==> src/rtl/sp_pkg.sv <==
// Constants and types shared by the split point register block.
// Assumes one core clock and one synchronous reset for every user of the package.
//
// Summary of operation
// - Decode group 0 point from encoding.
// - Decode group 1 point from encoding.
// - Routed non-secure kernel group 0 goes virtual.
// - Routed non-secure kernel group 1 goes virtual.
// - Field in bits 2:0, rest zero.
// - Group 0 minimum follows priority width.
// - Writes below minimum store the minimum.
// - Split field value is unknown after reset.
// - Separate group 1 field splits group 1.
// - Non-secure group 1 minimum is one higher.
// - Secure shared split aliases group 1 onto 0.
// - Non-secure shared split reads capped, ignores writes.
// - Shared split with monitor routing traps monitor.
// - Hypervisor routing sends non-secure kernel accesses virtual.
// - Without monitor, shared control selects same behaviour.
// - Kernel disable traps group 0, undefined group 1.
// - Hypervisor disable traps to hypervisor.
// - Monitor disable traps to monitor.
// - Group trap bits send kernel to hypervisor.
// - Fiq monitor routing traps group 0 accesses.
// - Irq monitor routing traps group 1 accesses.
// - Point N: bits above N preempt.
// - Priority width field is bits minus one.
// - Shared control makes group 0 govern both.

package sp_pkg;

  // ---------------------------------------------------------------------
  // Instruction encodings
  // ---------------------------------------------------------------------
  localparam logic [2:0] SP_OP1      = 3'h0;
  localparam logic [3:0] SP_CRN      = 4'hc;
  localparam logic [3:0] SP_CRM_G0   = 4'h8;
  localparam logic [3:0] SP_CRM_G1   = 4'hc;
  localparam logic [2:0] SP_OP2      = 3'h3;

  // ---------------------------------------------------------------------
  // Field layout and values
  // ---------------------------------------------------------------------
  localparam int         SP_REG_W    = 32;
  localparam int         SP_FIELD_W  = 3;
  localparam int         SP_FIELD_LSB = 0;
  localparam int         SP_FIELD_MSB = 2;
  localparam int         SP_PRIO_W   = 8;
  localparam logic [2:0] SP_POINT_MAX = 3'h7;
  localparam logic [2:0] SP_MIN_BASE = 3'h6;
  localparam logic [1:0] SP_RESP_RESET = 2'h0;

  // Exception levels as presented by the core.
  localparam logic [1:0] SP_LVL_USER = 2'h0;
  localparam logic [1:0] SP_LVL_KERN = 2'h1;
  localparam logic [1:0] SP_LVL_HYP  = 2'h2;
  localparam logic [1:0] SP_LVL_MON  = 2'h3;

  // Storage slots for the physical copies.
  localparam int         SP_SLOT_G0  = 0;
  localparam int         SP_SLOT_G1S = 1;
  localparam int         SP_SLOT_G1N = 2;
  localparam int         SP_SLOTS    = 3;

  typedef enum logic [2:0] {
    SP_OUT_PHYS,
    SP_OUT_ALIAS,
    SP_OUT_VIRT,
    SP_OUT_CAPPED,
    SP_OUT_TRAP,
    SP_OUT_UNDEF
  } sp_outcome_e;

endpackage : sp_pkg

==> src/rtl/sp_split_point.sv <==
// Top of the group 0 and group 1 priority split point registers.
// Assumes the core presents one access per valid cycle and the routing
// controls are stable while the access is valid.
`timescale 1ns/1ns
`default_nettype none

module sp_split_point (
  // Clock, reset and enable
  input  wire logic        i_core_clk,
  input  wire logic        i_srst,
  input  wire logic        i_ce,
  // System register access
  input  wire logic        i_req_valid,
  input  wire logic        i_req_write,
  input  wire logic [2:0]  i_op1,
  input  wire logic [3:0]  i_crn,
  input  wire logic [3:0]  i_crm,
  input  wire logic [2:0]  i_op2,
  input  wire logic [1:0]  i_req_level,
  input  wire logic        i_req_ns,
  input  wire logic [31:0] i_wdata,
  // Configuration and routing controls
  input  wire logic        i_monitor_present,
  input  wire logic        i_sysreg_enable_kernel,
  input  wire logic        i_sysreg_enable_hyp,
  input  wire logic        i_sysreg_enable_monitor,
  input  wire logic        i_fiq_route_to_hyp,
  input  wire logic        i_irq_route_to_hyp,
  input  wire logic        i_fiq_route_to_monitor,
  input  wire logic        i_irq_route_to_monitor,
  input  wire logic        i_trap_group0_access,
  input  wire logic        i_trap_group1_access,
  input  wire logic        i_secure_shared_split,
  input  wire logic        i_nonsecure_shared_split,
  input  wire logic        i_shared_split_ctl,
  input  wire logic [2:0]  i_priority_width_field,
  // Virtual split points
  input  wire logic [2:0]  i_virtual_group0_point,
  input  wire logic [2:0]  i_virtual_group1_point,
  output logic             o_virtual_access,
  output logic             o_virtual_group1,
  output logic             o_virtual_write,
  output logic [2:0]       o_virtual_wdata,
  // Access answer
  output logic             o_resp_valid,
  output logic [31:0]      o_resp_rdata,
  output logic             o_resp_trap,
  output logic [1:0]       o_resp_trap_level,
  output logic             o_resp_undef,
  // Preemption grouping
  output logic [2:0]       o_group0_point,
  output logic [2:0]       o_group1_point,
  output logic [7:0]       o_group0_preempt_mask,
  output logic [7:0]       o_group1_preempt_mask
);
  import sp_pkg::*;

  // ---------------------------------------------------------------------
  // Decode and minimums
  // ---------------------------------------------------------------------
  logic                 hit_g0;
  logic                 hit_g1;
  logic [2:0]           min_g0;
  logic [2:0]           min_g1ns;
  logic [2:0]           capped;
  logic [2:0]           wfield;
  logic [2:0]           point_q   [SP_SLOTS];
  logic [2:0]           point_min [SP_SLOTS];
  logic [SP_SLOTS-1:0]  store_we;

  sp_access_decode u_decode (
    .i_valid  (i_req_valid),
    .i_op1    (i_op1),
    .i_crn    (i_crn),
    .i_crm    (i_crm),
    .i_op2    (i_op2),
    .o_hit_g0 (hit_g0),
    .o_hit_g1 (hit_g1)
  );

  assign wfield = i_wdata[SP_FIELD_MSB:SP_FIELD_LSB];

  // The width field reports implemented bits minus one; eight bits gives zero.
  always_comb begin
    min_g0   = (i_priority_width_field >= SP_MIN_BASE) ? 3'h0
               : SP_MIN_BASE - i_priority_width_field;
    min_g1ns = (min_g0 == SP_POINT_MAX) ? SP_POINT_MAX : min_g0 + 3'h1;
    capped   = (point_q[SP_SLOT_G0] == SP_POINT_MAX) ? SP_POINT_MAX
               : point_q[SP_SLOT_G0] + 3'h1;
  end

  assign point_min[SP_SLOT_G0]  = min_g0;
  assign point_min[SP_SLOT_G1S] = min_g0;
  assign point_min[SP_SLOT_G1N] = min_g1ns;

  genvar gi;
  generate
    for (gi = 0; gi < SP_SLOTS; gi++) begin : g_store
      sp_point_store u_store (
        .i_core_clk (i_core_clk),
        .i_ce       (i_ce),
        .i_we       (store_we[gi]),
        .i_wfield   (wfield),
        .i_min      (point_min[gi]),
        .o_point    (point_q[gi])
      );
    end
  endgenerate

  // ---------------------------------------------------------------------
  // Access outcome
  // ---------------------------------------------------------------------
  sp_outcome_e outcome;
  logic [1:0]  trap_level;
  logic [1:0]  slot;
  logic        ns_eff;
  logic        kern_ns;
  logic        route_hyp;
  logic        route_mon;
  logic        shared_ns;
  logic        alias_s;

  always_comb begin
    ns_eff     = (i_req_level == SP_LVL_HYP) ? 1'b1
                 : (i_req_level == SP_LVL_MON) ? 1'b0 : i_req_ns;
    kern_ns    = (i_req_level == SP_LVL_KERN) && ns_eff;
    route_hyp  = hit_g1 ? i_irq_route_to_hyp : i_fiq_route_to_hyp;
    route_mon  = i_monitor_present && (hit_g1 ? i_irq_route_to_monitor : i_fiq_route_to_monitor);
    shared_ns  = i_monitor_present ? i_nonsecure_shared_split : i_shared_split_ctl;
    alias_s    = i_monitor_present && i_secure_shared_split && !ns_eff
                 && (i_req_level == SP_LVL_KERN);
    trap_level = SP_RESP_RESET;
    outcome    = SP_OUT_PHYS;
    if (i_req_level == SP_LVL_USER) begin
      outcome = SP_OUT_UNDEF;
    end else if ((i_req_level == SP_LVL_KERN) && !i_sysreg_enable_kernel) begin
      outcome    = hit_g1 ? SP_OUT_UNDEF : SP_OUT_TRAP;
      trap_level = SP_LVL_KERN;
    end else if ((i_req_level == SP_LVL_HYP) && !i_sysreg_enable_hyp) begin
      outcome    = SP_OUT_TRAP;
      trap_level = SP_LVL_HYP;
    end else if ((i_req_level == SP_LVL_MON) && !i_sysreg_enable_monitor) begin
      outcome    = SP_OUT_TRAP;
      trap_level = SP_LVL_MON;
    end else if (kern_ns && (hit_g1 ? i_trap_group1_access : i_trap_group0_access)) begin
      outcome    = SP_OUT_TRAP;
      trap_level = SP_LVL_HYP;
    end else if (route_mon && (i_req_level != SP_LVL_MON)
                 && ((i_req_level == SP_LVL_HYP) || !ns_eff || !route_hyp)) begin
      outcome    = SP_OUT_TRAP;
      trap_level = SP_LVL_MON;
    end else if (kern_ns && route_hyp) begin
      outcome = SP_OUT_VIRT;
    end else if (hit_g1 && ns_eff && (i_req_level != SP_LVL_MON) && shared_ns) begin
      outcome = SP_OUT_CAPPED;
    end else if (hit_g1 && alias_s) begin
      outcome = SP_OUT_ALIAS;
    end
    if (!hit_g1 || alias_s) begin
      slot = 2'(SP_SLOT_G0);
    end else if (ns_eff) begin
      slot = 2'(SP_SLOT_G1N);
    end else begin
      slot = 2'(SP_SLOT_G1S);
    end
  end

  // Writes only land on the physical copy the access resolved to.
  always_comb begin
    store_we = '0;
    if ((hit_g0 || hit_g1) && i_req_write
        && ((outcome == SP_OUT_PHYS) || (outcome == SP_OUT_ALIAS))) begin
      store_we[slot] = 1'b1;
    end
  end

  // ---------------------------------------------------------------------
  // Answer registers
  // ---------------------------------------------------------------------
  logic       resp_valid_reg,  resp_valid_next;
  logic [2:0] resp_field_reg,  resp_field_next;
  logic       resp_trap_reg,   resp_trap_next;
  logic [1:0] resp_level_reg,  resp_level_next;
  logic       resp_undef_reg,  resp_undef_next;
  logic       virt_acc_reg,    virt_acc_next;
  logic       virt_g1_reg,     virt_g1_next;
  logic       virt_wr_reg,     virt_wr_next;
  logic [2:0] virt_wdata_reg,  virt_wdata_next;

  always_comb begin
    resp_valid_next = resp_valid_reg;
    resp_field_next = resp_field_reg;
    resp_trap_next  = resp_trap_reg;
    resp_level_next = resp_level_reg;
    resp_undef_next = resp_undef_reg;
    virt_acc_next   = virt_acc_reg;
    virt_g1_next    = virt_g1_reg;
    virt_wr_next    = virt_wr_reg;
    virt_wdata_next = virt_wdata_reg;
    if (i_ce) begin
      resp_valid_next = hit_g0 || hit_g1;
      resp_field_next = 3'h0;
      resp_trap_next  = 1'b0;
      resp_level_next = SP_RESP_RESET;
      resp_undef_next = 1'b0;
      virt_acc_next   = 1'b0;
      virt_g1_next    = 1'b0;
      virt_wr_next    = 1'b0;
      virt_wdata_next = 3'h0;
      if (hit_g0 || hit_g1) begin
        case (outcome)
          SP_OUT_PHYS, SP_OUT_ALIAS: begin
            resp_field_next = i_req_write ? 3'h0 : point_q[slot];
          end
          SP_OUT_CAPPED: begin
            resp_field_next = i_req_write ? 3'h0 : capped;
          end
          SP_OUT_VIRT: begin
            virt_acc_next   = 1'b1;
            virt_g1_next    = hit_g1;
            virt_wr_next    = i_req_write;
            virt_wdata_next = i_req_write ? wfield : 3'h0;
            if (!i_req_write) begin
              resp_field_next = hit_g1 ? i_virtual_group1_point : i_virtual_group0_point;
            end
          end
          SP_OUT_TRAP: begin
            resp_trap_next  = 1'b1;
            resp_level_next = trap_level;
          end
          SP_OUT_UNDEF: begin
            resp_undef_next = 1'b1;
          end
          default: begin
            resp_undef_next = 1'b1;
          end
        endcase
      end
    end
  end

  always_ff @(posedge i_core_clk) begin
    if (i_srst) begin
      resp_valid_reg <= 1'b0;
      resp_field_reg <= 3'h0;
      resp_trap_reg  <= 1'b0;
      resp_level_reg <= SP_RESP_RESET;
      resp_undef_reg <= 1'b0;
      virt_acc_reg   <= 1'b0;
      virt_g1_reg    <= 1'b0;
      virt_wr_reg    <= 1'b0;
      virt_wdata_reg <= 3'h0;
    end else begin
      resp_valid_reg <= resp_valid_next;
      resp_field_reg <= resp_field_next;
      resp_trap_reg  <= resp_trap_next;
      resp_level_reg <= resp_level_next;
      resp_undef_reg <= resp_undef_next;
      virt_acc_reg   <= virt_acc_next;
      virt_g1_reg    <= virt_g1_next;
      virt_wr_reg    <= virt_wr_next;
      virt_wdata_reg <= virt_wdata_next;
    end
  end

  assign o_resp_valid      = resp_valid_reg;
  assign o_resp_rdata      = {{(SP_REG_W - SP_FIELD_W){1'b0}}, resp_field_reg};
  assign o_resp_trap       = resp_trap_reg;
  assign o_resp_trap_level = resp_level_reg;
  assign o_resp_undef      = resp_undef_reg;
  assign o_virtual_access  = virt_acc_reg;
  assign o_virtual_group1  = virt_g1_reg;
  assign o_virtual_write   = virt_wr_reg;
  assign o_virtual_wdata   = virt_wdata_reg;

  // ---------------------------------------------------------------------
  // Preemption grouping
  // ---------------------------------------------------------------------
  // The group 1 copy in force follows the i_req_ns input of the current cycle
  // side; the group 0 copy is used instead when i_shared_split_ctl is set.
  assign o_group0_point = point_q[SP_SLOT_G0];
  assign o_group1_point = i_shared_split_ctl ? point_q[SP_SLOT_G0]
                          : point_q[i_req_ns ? SP_SLOT_G1N : SP_SLOT_G1S];

  genvar bi;
  generate
    for (bi = 0; bi < SP_PRIO_W; bi++) begin : g_mask
      assign o_group0_preempt_mask[bi] = (3'(bi) > o_group0_point) && (bi > 0);
      assign o_group1_preempt_mask[bi] = (3'(bi) > o_group1_point) && (bi > 0);
    end
  endgenerate
endmodule : sp_split_point

`default_nettype wire

==> src/rtl/sp_access_decode.sv <==
// Decoder of the system register encoding for the two split point registers.
// Assumes the encoding fields are stable while the request is valid.
`timescale 1ns/1ns
`default_nettype none

module sp_access_decode (
  // Encoding
  input  wire logic       i_valid,
  input  wire logic [2:0] i_op1,
  input  wire logic [3:0] i_crn,
  input  wire logic [3:0] i_crm,
  input  wire logic [2:0] i_op2,
  // Decoded selects
  output logic            o_hit_g0,
  output logic            o_hit_g1
);
  import sp_pkg::*;

  logic common;

  always_comb begin
    common   = i_valid && (i_op1 == SP_OP1) && (i_crn == SP_CRN) && (i_op2 == SP_OP2);
    o_hit_g0 = common && (i_crm == SP_CRM_G0);
    o_hit_g1 = common && (i_crm == SP_CRM_G1);
  end

endmodule : sp_access_decode

`default_nettype wire

==> src/rtl/sp_point_store.sv <==
// One split point field with its minimum clamp on write.
// Assumes the minimum is stable in the cycle of the write.
`timescale 1ns/1ns
`default_nettype none

module sp_point_store (
  // Clock
  input  wire logic       i_core_clk,
  input  wire logic       i_ce,
  // Write port
  input  wire logic       i_we,
  input  wire logic [2:0] i_wfield,
  input  wire logic [2:0] i_min,
  // Stored value
  output logic      [2:0] o_point
);

  logic [2:0] point_reg;
  logic [2:0] point_next;

  always_comb begin
    point_next = point_reg;
    if (i_ce && i_we) begin
      point_next = (i_wfield < i_min) ? i_min : i_wfield;
    end
  end

  // No reset: the field holds whatever it held until software writes it.
  always_ff @(posedge i_core_clk) begin
    point_reg <= point_next;
  end

  assign o_point = point_reg;

endmodule : sp_point_store

`default_nettype wire

==> config.mk <==
export PLATFORM = sky130hd
export DESIGN_NAME = sp_split_point
export DESIGN_NICKNAME = d
export VERILOG_FILES = /design/src/rtl/sp_pkg.sv /design/src/rtl/sp_split_point.sv /design/src/rtl/sp_access_decode.sv /design/src/rtl/sp_point_store.sv
export SDC_FILE = /design/constraint.sdc
export NUM_CORES = 1
export LEC_CHECK = 0
export BUFFER_PORTS_ARGS = -buffer_cell sky130_fd_sc_hd__buf_2
export CELL_PAD_IN_SITES_DETAIL_PLACEMENT = 1
export CELL_PAD_IN_SITES_GLOBAL_PLACEMENT = 2
export CORE_AREA = 5 5 106 108
export DETAILED_ROUTE_END_ITERATION = 6
export DIE_AREA = 0 0 111 113
export PLACE_DENSITY_LB_ADDON = 0.25
export SLEW_MARGIN = 25
export SYNTH_ARGS = -nofsm -noshare
export SYNTH_HDL_FRONTEND = slang
export SYNTH_SLANG_ARGS = --single-unit
export TNS_END_PERCENT = 10
==> constraint.sdc <==
create_clock -name i_core_clk -period 3.2 [get_ports i_core_clk]
set_input_delay 0.32 -clock i_core_clk [delete_from_list [all_inputs] [get_ports i_core_clk]]
set_output_delay 0.32 -clock i_core_clk [all_outputs]
set_load 0.01 [all_outputs]
=== Word-level counts from Yosys, hierarchy flattened ===
Cells that the tools add are included.

* $add $sub $neg: 3
* $lt $le $gt $ge: 21
* Equal/unequal tests: 14
* Muxes and demuxes: 61
* Bitwise gates (word level): 2
* Reductions and logical operators: 43

{| class="wikitable"
|+ Operators with widths
! operator !! count
|-
| 3-bit 2-to-1 mux || 25
|-
| 32-bit by 3-bit greater-or-equal comparator with 1-bit output (second input constant) || 1
|-
| 2-bit NOT with 32-bit output || 1
|-
| 1-bit logical AND || 27
|-
| 2-bit 2-to-1 mux || 13
|-
| 3-bit > comparator (first input constant) || 8
|-
| 1-bit 2-to-1 mux || 19
|-
| 3-bit binary-select mux with 2-bit select || 2
|-
| 4-bit == test (second input constant) || 3
|-
| 2-bit by 3-bit > comparator with 1-bit output (first input constant) || 4
|-
| 3-bit by 2-bit == test with 1-bit output (second input constant) || 3
|-
| 3-bit == test (second input constant) || 3
|-
| 3-bit one-hot mux with 3 select lines || 1
|-
| 3-bit by 1-bit adder with 3-bit output (second input constant) || 2
|-
| 3-bit greater-or-equal comparator (second input constant) || 2
|-
| 1-bit by 3-bit > comparator with 1-bit output (first input constant) || 2
|-
| 1-bit logical NOT || 6
|-
| 3-bit logical NOT || 2
|-
| 3-bit less-than comparator || 2
|-
| 1-bit logical OR || 5
|-
| 5-bit OR reduction || 1
|-
| 2-bit == test (second input constant) || 2
|-
| 3-bit by 1-bit == test with 1-bit output (second input constant) || 1
|-
| 2-bit by 3-bit less-than comparator with 1-bit output (second input constant) || 1
|-
| 8 further kinds || 8
|}

* Register bits: 23
* Bits of input ports: 76
* Word-level logic and storage cells: 156

=== Longest topological paths before layout ===
Gate-level depths: netlist of run 1.

* Word-level depth: 21
* Depth in mapped cells: 11
* Depth with buffers taken out: 11

=== Modules after synthesis ===
From an unflattened synthesis of run 1, not the netlist that was laid out.

* Cells, all modules: 263
* Area total of the unflattened synthesis: 2225.9 µm²

{| class="wikitable"
|+ Modules (own cells, without submodules)
! module !! times used !! cells an instance !! area each (µm²) !! sequential area each (µm²)
|-
| sp_split_point || 1 || 211 || 1586.5 || 280.3
|-
| sp_point_store || 3 || 15 || 192.7 || 90.1
|-
| sp_access_decode || 1 || 7 || 61.3 || 0.0
|}

=== Worst setup path before layout of run 1 ===
OpenSTA, ideal clock, no wires.

* Path type: input to register
* From: in i_priority_width_field[0]
* To: reg g_store[2].u_store.point_reg[0], data pin
* Arrival time: 2.229 ns
* Path slack: 0.711 ns
* Stages: 11
* Path buffers: 0
* Cells stage by stage: inv_1 > ha_1 > o21a_1 > nor2_1 > ha_1 > a21oi_1 > ha_1 > inv_1 > o21bai_1 > a21oi_1 > mux2_2

* Word-level cells in the longest chain between the ends: 6

{| class="wikitable"
|+ Ends and longest elaborated chain
! what !! RTL line !! text
|-
| start, declared || sp_split_point.sv:36 || <nowiki>input wire logic [2:0] i_priority_width_field,</nowiki>
|-
| 3-bit subtractor or 3-bit greater-or-equal comparator (tied branches) || sp_split_point.sv:86, sp_split_point.sv:85 ||
|-
| 3-bit 2-to-1 mux (*) || sp_split_point.sv:85 || <nowiki>min_g0 = (i_priority_width_field >= SP_MIN_BASE) ? 3'h0</nowiki>
|-
| 3-bit by 1-bit adder with 3-bit output or 3-bit == test (tied branches) || sp_split_point.sv:87 || <nowiki>min_g1ns = (min_g0 == SP_POINT_MAX) ? SP_POINT_MAX : min_g0 + 3'h1;</nowiki>
|-
| 3-bit 2-to-1 mux (*) || sp_split_point.sv:87 ||
|-
| 3-bit less-than comparator || sp_point_store.sv:24 || <nowiki>point_next = (i_wfield < i_min) ? i_min : i_wfield;</nowiki>
|-
| 3-bit 2-to-1 mux (*) || sp_point_store.sv:24 ||
|-
| end signal, assigned || sp_point_store.sv:30 || <nowiki>point_reg <= point_next;</nowiki>
|-
| end, declared || sp_point_store.sv:18 || <nowiki>logic [2:0] point_reg;</nowiki>
|}

Every way passes the cells marked *; elsewhere a longest branch is shown, timed or not.
A chain may end at the register's enable or synchronous reset.

=== Worst setup path after layout of run 1 ===
Ends and elaborated chain as after synthesis.

==> results of run 1 <==
layer usage:
metal  track usage [%]  share of wire [%]  wire length [um]  vias up
met2              17.4                 46              3070       62
met5                 0                  0                 0        -
li1                  -                  -                 -     1017
met3              2.46                6.5               427        2
met1              13.6                 47              3110      938
met4              1.23               0.12                 8        0
Yosys cell counts, types with 4 or more instances:
library cell,n
edfxtp_1,9
o21a_1,5
nand3b_1,6
nand2_1,19
nor2_1,27
mux2i_1,9
inv_1,15
o21ai_0,11
dfxtp_1,14
a22oi_1,9
clkbuf_1,9
a21oi_1,19
buf_4,31
ha_1,9
nand3_1,8
nor2b_1,4
worst reg2reg max path: cells and delay by family (launching register included):
family          cells  cell delay, ns
buf+inv             1            0.09
compound gates      5            0.76
flops               1            0.59
fa+ha+maj           1            0.28
power groups by stage:
stage | sequential (mW) | clock (mW) | combinational, mW
2_1_floorplan | 0.314 | 0 | 0.146
3_3_place_gp | 0.314 | 0 | 0.188
3_5_place_dp | 0.314 | 0 | 0.192
4_1_cts | 0.308 | 0.185 | 0.193
5_1_grt | 0.308 | 0.199 | 0.217
6_report | 0.308 | 0.176 | 0.190
worst max-delay path by stage:
stage,slack [ns],end
after floorplan,0.71,g_store[2].u_store.o_point[0]
after global placement,0.50,g_store[2].u_store.o_point[0]
after detailed placement,0.46,g_store[2].u_store.o_point[0]
after CTS,0.73,g_store[2].u_store.o_point[0]
after global routing,0.55,g_store[2].u_store.o_point[0]
final,0.76,g_store[2].u_store.o_point[0]
layout make-up:
| class | instances | area share (%) |
|---|---|---|
| flip-flops and latches | 23 | 21.5 |
| well taps | 136 | 6.65 |
| repair buffers | 84 | 16.8 |
| clock buffers | 4 | 1.76 |
| inverters | 16 | 2.35 |
| multi-input cells | 207 | 50.9 |
metrics by stage:
stage	std cells	setup WS, ns
after floorplan	286	0.711
after global placement	466	0.498
after detailed placement	466	0.462
after CTS	470	0.731
after global routing	470	0.549
final	470	0.758
cells by family (layout without fill, tap and decap cells):
| group | Yosys count | after routing | share of synthesized area, % |
|---|---|---|---|
| simple gates | 87 | 87 | 24.7 |
| mux | 12 | 12 | 5.99 |
| other cells | 1 | 31 | 0.181 |
| compound gates | 67 | 67 | 20.9 |
| fa+ha+maj | 9 | 9 | 5.44 |
| buf+inv | 56 | 104 | 15.8 |
| xor+xnor | 1 | 1 | 0.424 |
| flops | 23 | 23 | 26.6 |
==> run summary, run 1 <==
status - finished clean
slew margin rel. - 54.1%
CP Depth - 12
Comb pwr share - 28.2%
Initial Util - 20.4%
fmax - 409 MHz
Reg power frac - 45.7%
Buf/Inv on CP - 3
Synth Cell Area - 2070 sq um
Die X - 111 um
vias in the first global route - 2178
worst hold path endpoint - o_virtual_group1
Period Utilization, post-route - 76.3%
GP Congestion - 0.754
Placement Cell Area - 2510 sq um
Pre-antenna DRT Iters - 4
DPL Wire Length - 5.68 mm
clock share of power - 26.1%
Final Hold Viols - 0
WL per Instance - 14.1 um
commonest cells after routing, fill and taps aside - buf_2, conb_1, nor2_1
clk_lat worst skew - 0.25 ns
GR Util All Layers - 10.2%
Final Util - 25.2%
number of synthesized register bits - 23
Rows - 37
final wirelength - 6.62 mm
worst reg-to-reg path cell count - 7
area leader, netlist - dfxtp_1
Largest register FFs - 9
maximum clock insertion buffer count - 2
WHS Path Cells - 3
Reg area - 551 sq um
Synth-to-Final Area Change - 23.8%
cts hold-fix bufs - 0
die height - 113 um
post-cts resize count - 0
Remaining DRCs - 0
first-pass GRT wire length - 10.9 mm
switching power total - 0.203 mW
CP Capture Type - register
skew final - 0.00105 ns
final instance area - 2560 sq um
Min-Delay Path Class - primary input to register
synth warn - 0
CTS buffer count - 3
Syn Area/Cell - 8.08 sq um
synth unique cells - 46
Pleak - 1.17 nW
Setup CP Type - primary input to register
Nets - 420
clk slew on worst S/H paths - 0.08 ns
Cell Pwr Density - 263 nW/um^2
Final Slew Violations - 0
Layout fillers - 1249
DR iter-0 viols - 98
commonest non-fill, non-tap cell in the layout - buf_2
CTS tree - yes
Async SR Flop Fraction - 0%
Worst VDD drop - 178 uV
GRT overflow - 0
crit-path max cell delay - 0.37 ns
Critical R2R Launch - g_store[0].u_store.o_point[1]
Seq/Total Area, Yosys - 26.6%
pin count of the biggest net entering global routing - 19
I/O Pins - 141
count of final setup violators - 0
worst-path maximum fanout - 3
fraction of final layout cells sized beyond drive strength 1 - 28.4%
Gate Count Post-Synth - 256
RSZ-0062 raised after global routing - no
final hold slack - 0.346 ns
worst setup path start - i_priority_width_field[0]
setup bufs post-CTS - 0
cell family with most CP delay - adder cells
# port buffers - 80
antenna violations before repair - 0
CTS root buf - clkbuf_8
CP arrival - 2.45 ns
# diodes - 0
footprint of the multi-input gates - 1300 sq um
Std-Cell Core Area - 10100 sq um
die footprint - 12500 sq um
Routed Antenna Nets - 0
Max Cap Violations - 0
CP most frequent cell - ha_1
Critical-path top delay cell - mux2_2
FF-to-FF setup slack - 1.41 ns
Worst EP required - 3.21 ns
Post-synth EDFFs - 9
Synth area leaders - dfxtp_1, edfxtp_1, buf_4
worst path cell trace - buf_2 > inv_1 > ha_1 > o21a_1 > nor2_1 > ha_1 > a21oi_1 > ha_1 > inv_1 > o21bai_1 > a21oi_1 > mux2_2
sw frac - 30.1%
hold path start - i_crm[2]
RR Endpoint - resp_field_reg[1]
startpoint types - primary input
clk sink count - 23
Final Critical Period - 2.44 ns
Total Power - 0.673 mW
Vias - 2019
top cell type's share of synthesized area - 13.6%
Int Pwr - 0.471 mW
Worst Tran Pin Value - 0.681 ns
top_reg_cell synth - dfxtp_1
H-tree levels - 1
TNS Setup - 0 ns
number of vias per cell - 4.30
No activity file was read; power rests on OpenSTA's default activity.
==> run 2, diff against run 1 <==
- clock period: 3.2 -> 2.41 ns (I/O delays scaled with it)
==> run 2 against run 1 <==
  * Critical path depth did not move
  * Flip-flop and latch count did not move
  * Die area did not move
  * Via count rose by 2.6%
  * Highest routed layer unchanged
==> run summary, run 2 (synthesis gave the netlist of run 1 again) <==
commonest non-fill, non-tap cell in the layout - buf_2 (unchanged)
Min-Delay Path Class - primary input to register (unchanged)
Pre-antenna DRT Iters - 4 (unchanged)
pin count of the biggest net entering global routing - 19 (unchanged)
Final Slew Violations - 0 (unchanged)
Critical-path top delay cell - mux2_2 (unchanged)
Placement Cell Area - 2640 sq um (was 2510 sq um)
CTS tree - yes (unchanged)
worst setup path endpoint - g_store[2].u_store.o_point[0] (unchanged)
Max Cap Violations - 0 (unchanged)
number of vias per cell - 4.26 (was 4.30)
H-tree levels - 1 (unchanged)
CTS buffer count - 3 (unchanged)
clk_lat worst skew - 0.25 ns (about the same)
worst reg-to-reg path cell count - 7 (unchanged)
Nets - 436 (was 420)
Cell Pwr Density - 341 nW/um^2 (was 263 nW/um^2)
clk sink count - 23 (unchanged)
slew margin rel. - 53.5% (was 54.1%)
gr busiest metal - met2 (unchanged)
GR Util All Layers - 10.3% (was 10.2%)
CP arrival - 2.29 ns (was 2.45 ns)
Period Utilization, post-route - 94.6%
FF-to-FF setup slack - 0.59 ns (was 1.41 ns)
worst-path maximum fanout - 2 (was 3)
Initial Util - 20.4% (unchanged)
antenna violations before repair - 0 (unchanged)
M3 GR Usage - 2.25% (was 2.46%)
count of final setup violators - 0 (unchanged)
RR Endpoint - resp_field_reg[1] (unchanged)
Largest register FFs - 9 (unchanged)
DR iter-0 viols - 96 (was 98)
final instance area - 2680 sq um (was 2560 sq um)
DPL Wire Length - 5.70 mm (was 5.68 mm)
post-cts resize count - 0 (unchanged)
cts hold-fix bufs - 0 (unchanged)
GP Congestion - 0.766 (was 0.754)
Die X - 111 um (unchanged)
Routed Antenna Nets - 0 (unchanged)
CTS root buf - clkbuf_8 (unchanged)
setup bufs post-CTS - 0 (unchanged)
startpoint types - primary input (unchanged)
CP Capture Type - register (unchanged)
Worst VDD drop - 163 uV (was 178 uV)
first-pass GRT wire length - 10.9 mm (about the same)
Final Critical Period - 2.28 ns
Rows - 37 (unchanged)
clk slew on worst S/H paths - 0.08 ns (about the same)
fmax - 439 MHz
final hold slack - 0.271 ns (was 0.346 ns)
final wirelength - 6.60 mm (was 6.62 mm)
Worst Tran Pin Value - 0.691 ns (was 0.681 ns)
Setup CP Type - primary input to register (unchanged)
vias in the first global route - 2175 (was 2178)
fraction of final layout cells sized beyond drive strength 1 - 31.7% (was 28.4%)
die height - 113 um (unchanged)
global routing met2 resource utilization - 17.4% (about the same)
Std-Cell Core Area - 10100 sq um (unchanged)
GR Util met1 - 13.9% (was 13.6%)
Vias - 2071 (was 2019)
Final Util - 26.4% (was 25.2%)
Worst EP required - 2.42 ns (was 3.21 ns)
die footprint - 12500 sq um (unchanged)
crit-path max cell delay - 0.38 ns (was 0.37 ns)
GRT overflow - 0 (unchanged)
Critical R2R Launch - g_store[0].u_store.o_point[1] (unchanged)
# port buffers - 80 (unchanged)
worst setup path start - i_priority_width_field[0] (unchanged)
WHS Path Cells - 3 (unchanged)
worst path cell trace - buf_2 > inv_1 > ha_1 > a21oi_1 > o21a_1 > ha_1 > a21oi_1 > ha_1 > inv_1 > o21bai_1 > a21oi_1 > mux2_2 (was buf_2 > inv_1 > ha_1 > o21a_1 > nor2_1 > ha_1 > a21oi_1 > ha_1 > inv_1 > o21bai_1 > a21oi_1 > mux2_2)
Remaining DRCs - 0 (unchanged)
Pleak - 1.25 nW (was 1.17 nW)
Final Hold Viols - 0 (unchanged)
# diodes - 0 (unchanged)
commonest cells after routing, fill and taps aside - buf_2, conb_1, nor2_1 (unchanged)
Layout fillers - 1261 (was 1249)
maximum clock insertion buffer count - 2 (unchanged)
Synth-to-Final Area Change - 29.6% (was 23.8%)
status - finished clean (unchanged)
I/O Pins - 141 (unchanged)
WL per Instance - 13.6 um (was 14.1 um)
RSZ-0062 raised after global routing - no (unchanged)
skew final - 0.00157 ns (was 0.00105 ns)
run 2: layer usage:
metal | vias to the layer above | part of all wire (%)
met2 | 66 | 46
met1 | 958 | 47
met4 | 0 | 0.26
met5 | - | 0
met3 | 2 | 7.1
li1 | 1045 | -
run 2: how the worst min path moves through the flow:
| stage | start | slack, ns | to |
|---|---|---|---|
| floorplan | i_crm[2] | 0.39 | o_virtual_group1 |
| global placement | o_virtual_wdata[0] | 0.45 | o_virtual_wdata[0] |
| detailed placement | o_virtual_wdata[0] | 0.46 | o_virtual_wdata[0] |
| CTS | i_crm[2] | 0.27 | o_virtual_group1 |
| global route | i_crm[2] | 0.29 | o_virtual_group1 |
| finish | i_crm[2] | 0.27 | o_virtual_group1 |
run 2: where the power goes:
part,leakage (nW),total (mW),switching (mW),internal (mW)
Clock,0.0228,0.230,0.112,0.118
Combinational,1.03,0.276,0.157,0.119
Sequential,0.193,0.409,0.00000266,0.409
Total,1.25,0.915,0.270,0.645
run 2: worst max-delay path, delay by kind of cell:
family | cells | cell delay, ns
adders and majority gates | 3 | 0.69
muxes | 1 | 0.38
buffers and inverters | 3 | 0.20
AOI/OAI and AO/OA | 5 | 0.79
run 2: layout make-up:
type	instances	area, sq um	share of cell area [%]
Clock buffer	4	45.0	1.68
Inverter	16	60.1	2.24
Multi-Input combinational cell	207	1300	48.6
Sequential cell	23	551	20.5
Tap cell	136	170	6.35
Timing Repair Buffer	100	551	20.5
run 2: metrics by stage:
| stage | setup TNS [ns] | worst slack, ns | power, mW | instances |
|---|---|---|---|---|
| 6_report | 0 | 0.130 | 0.915 | 486 |
| 5_1_grt | 0 | 0.0167 | 0.985 | 486 |
| 4_1_cts | 0 | 0.113 | 0.932 | 486 |
| 3_5_place_dp | -0.242 | -0.161 | 0.695 | 482 |
| 3_3_place_gp | -0.217 | -0.171 | 0.691 | 482 |
| 2_1_floorplan | 0 | 0.000357 | 0.612 | 286 |
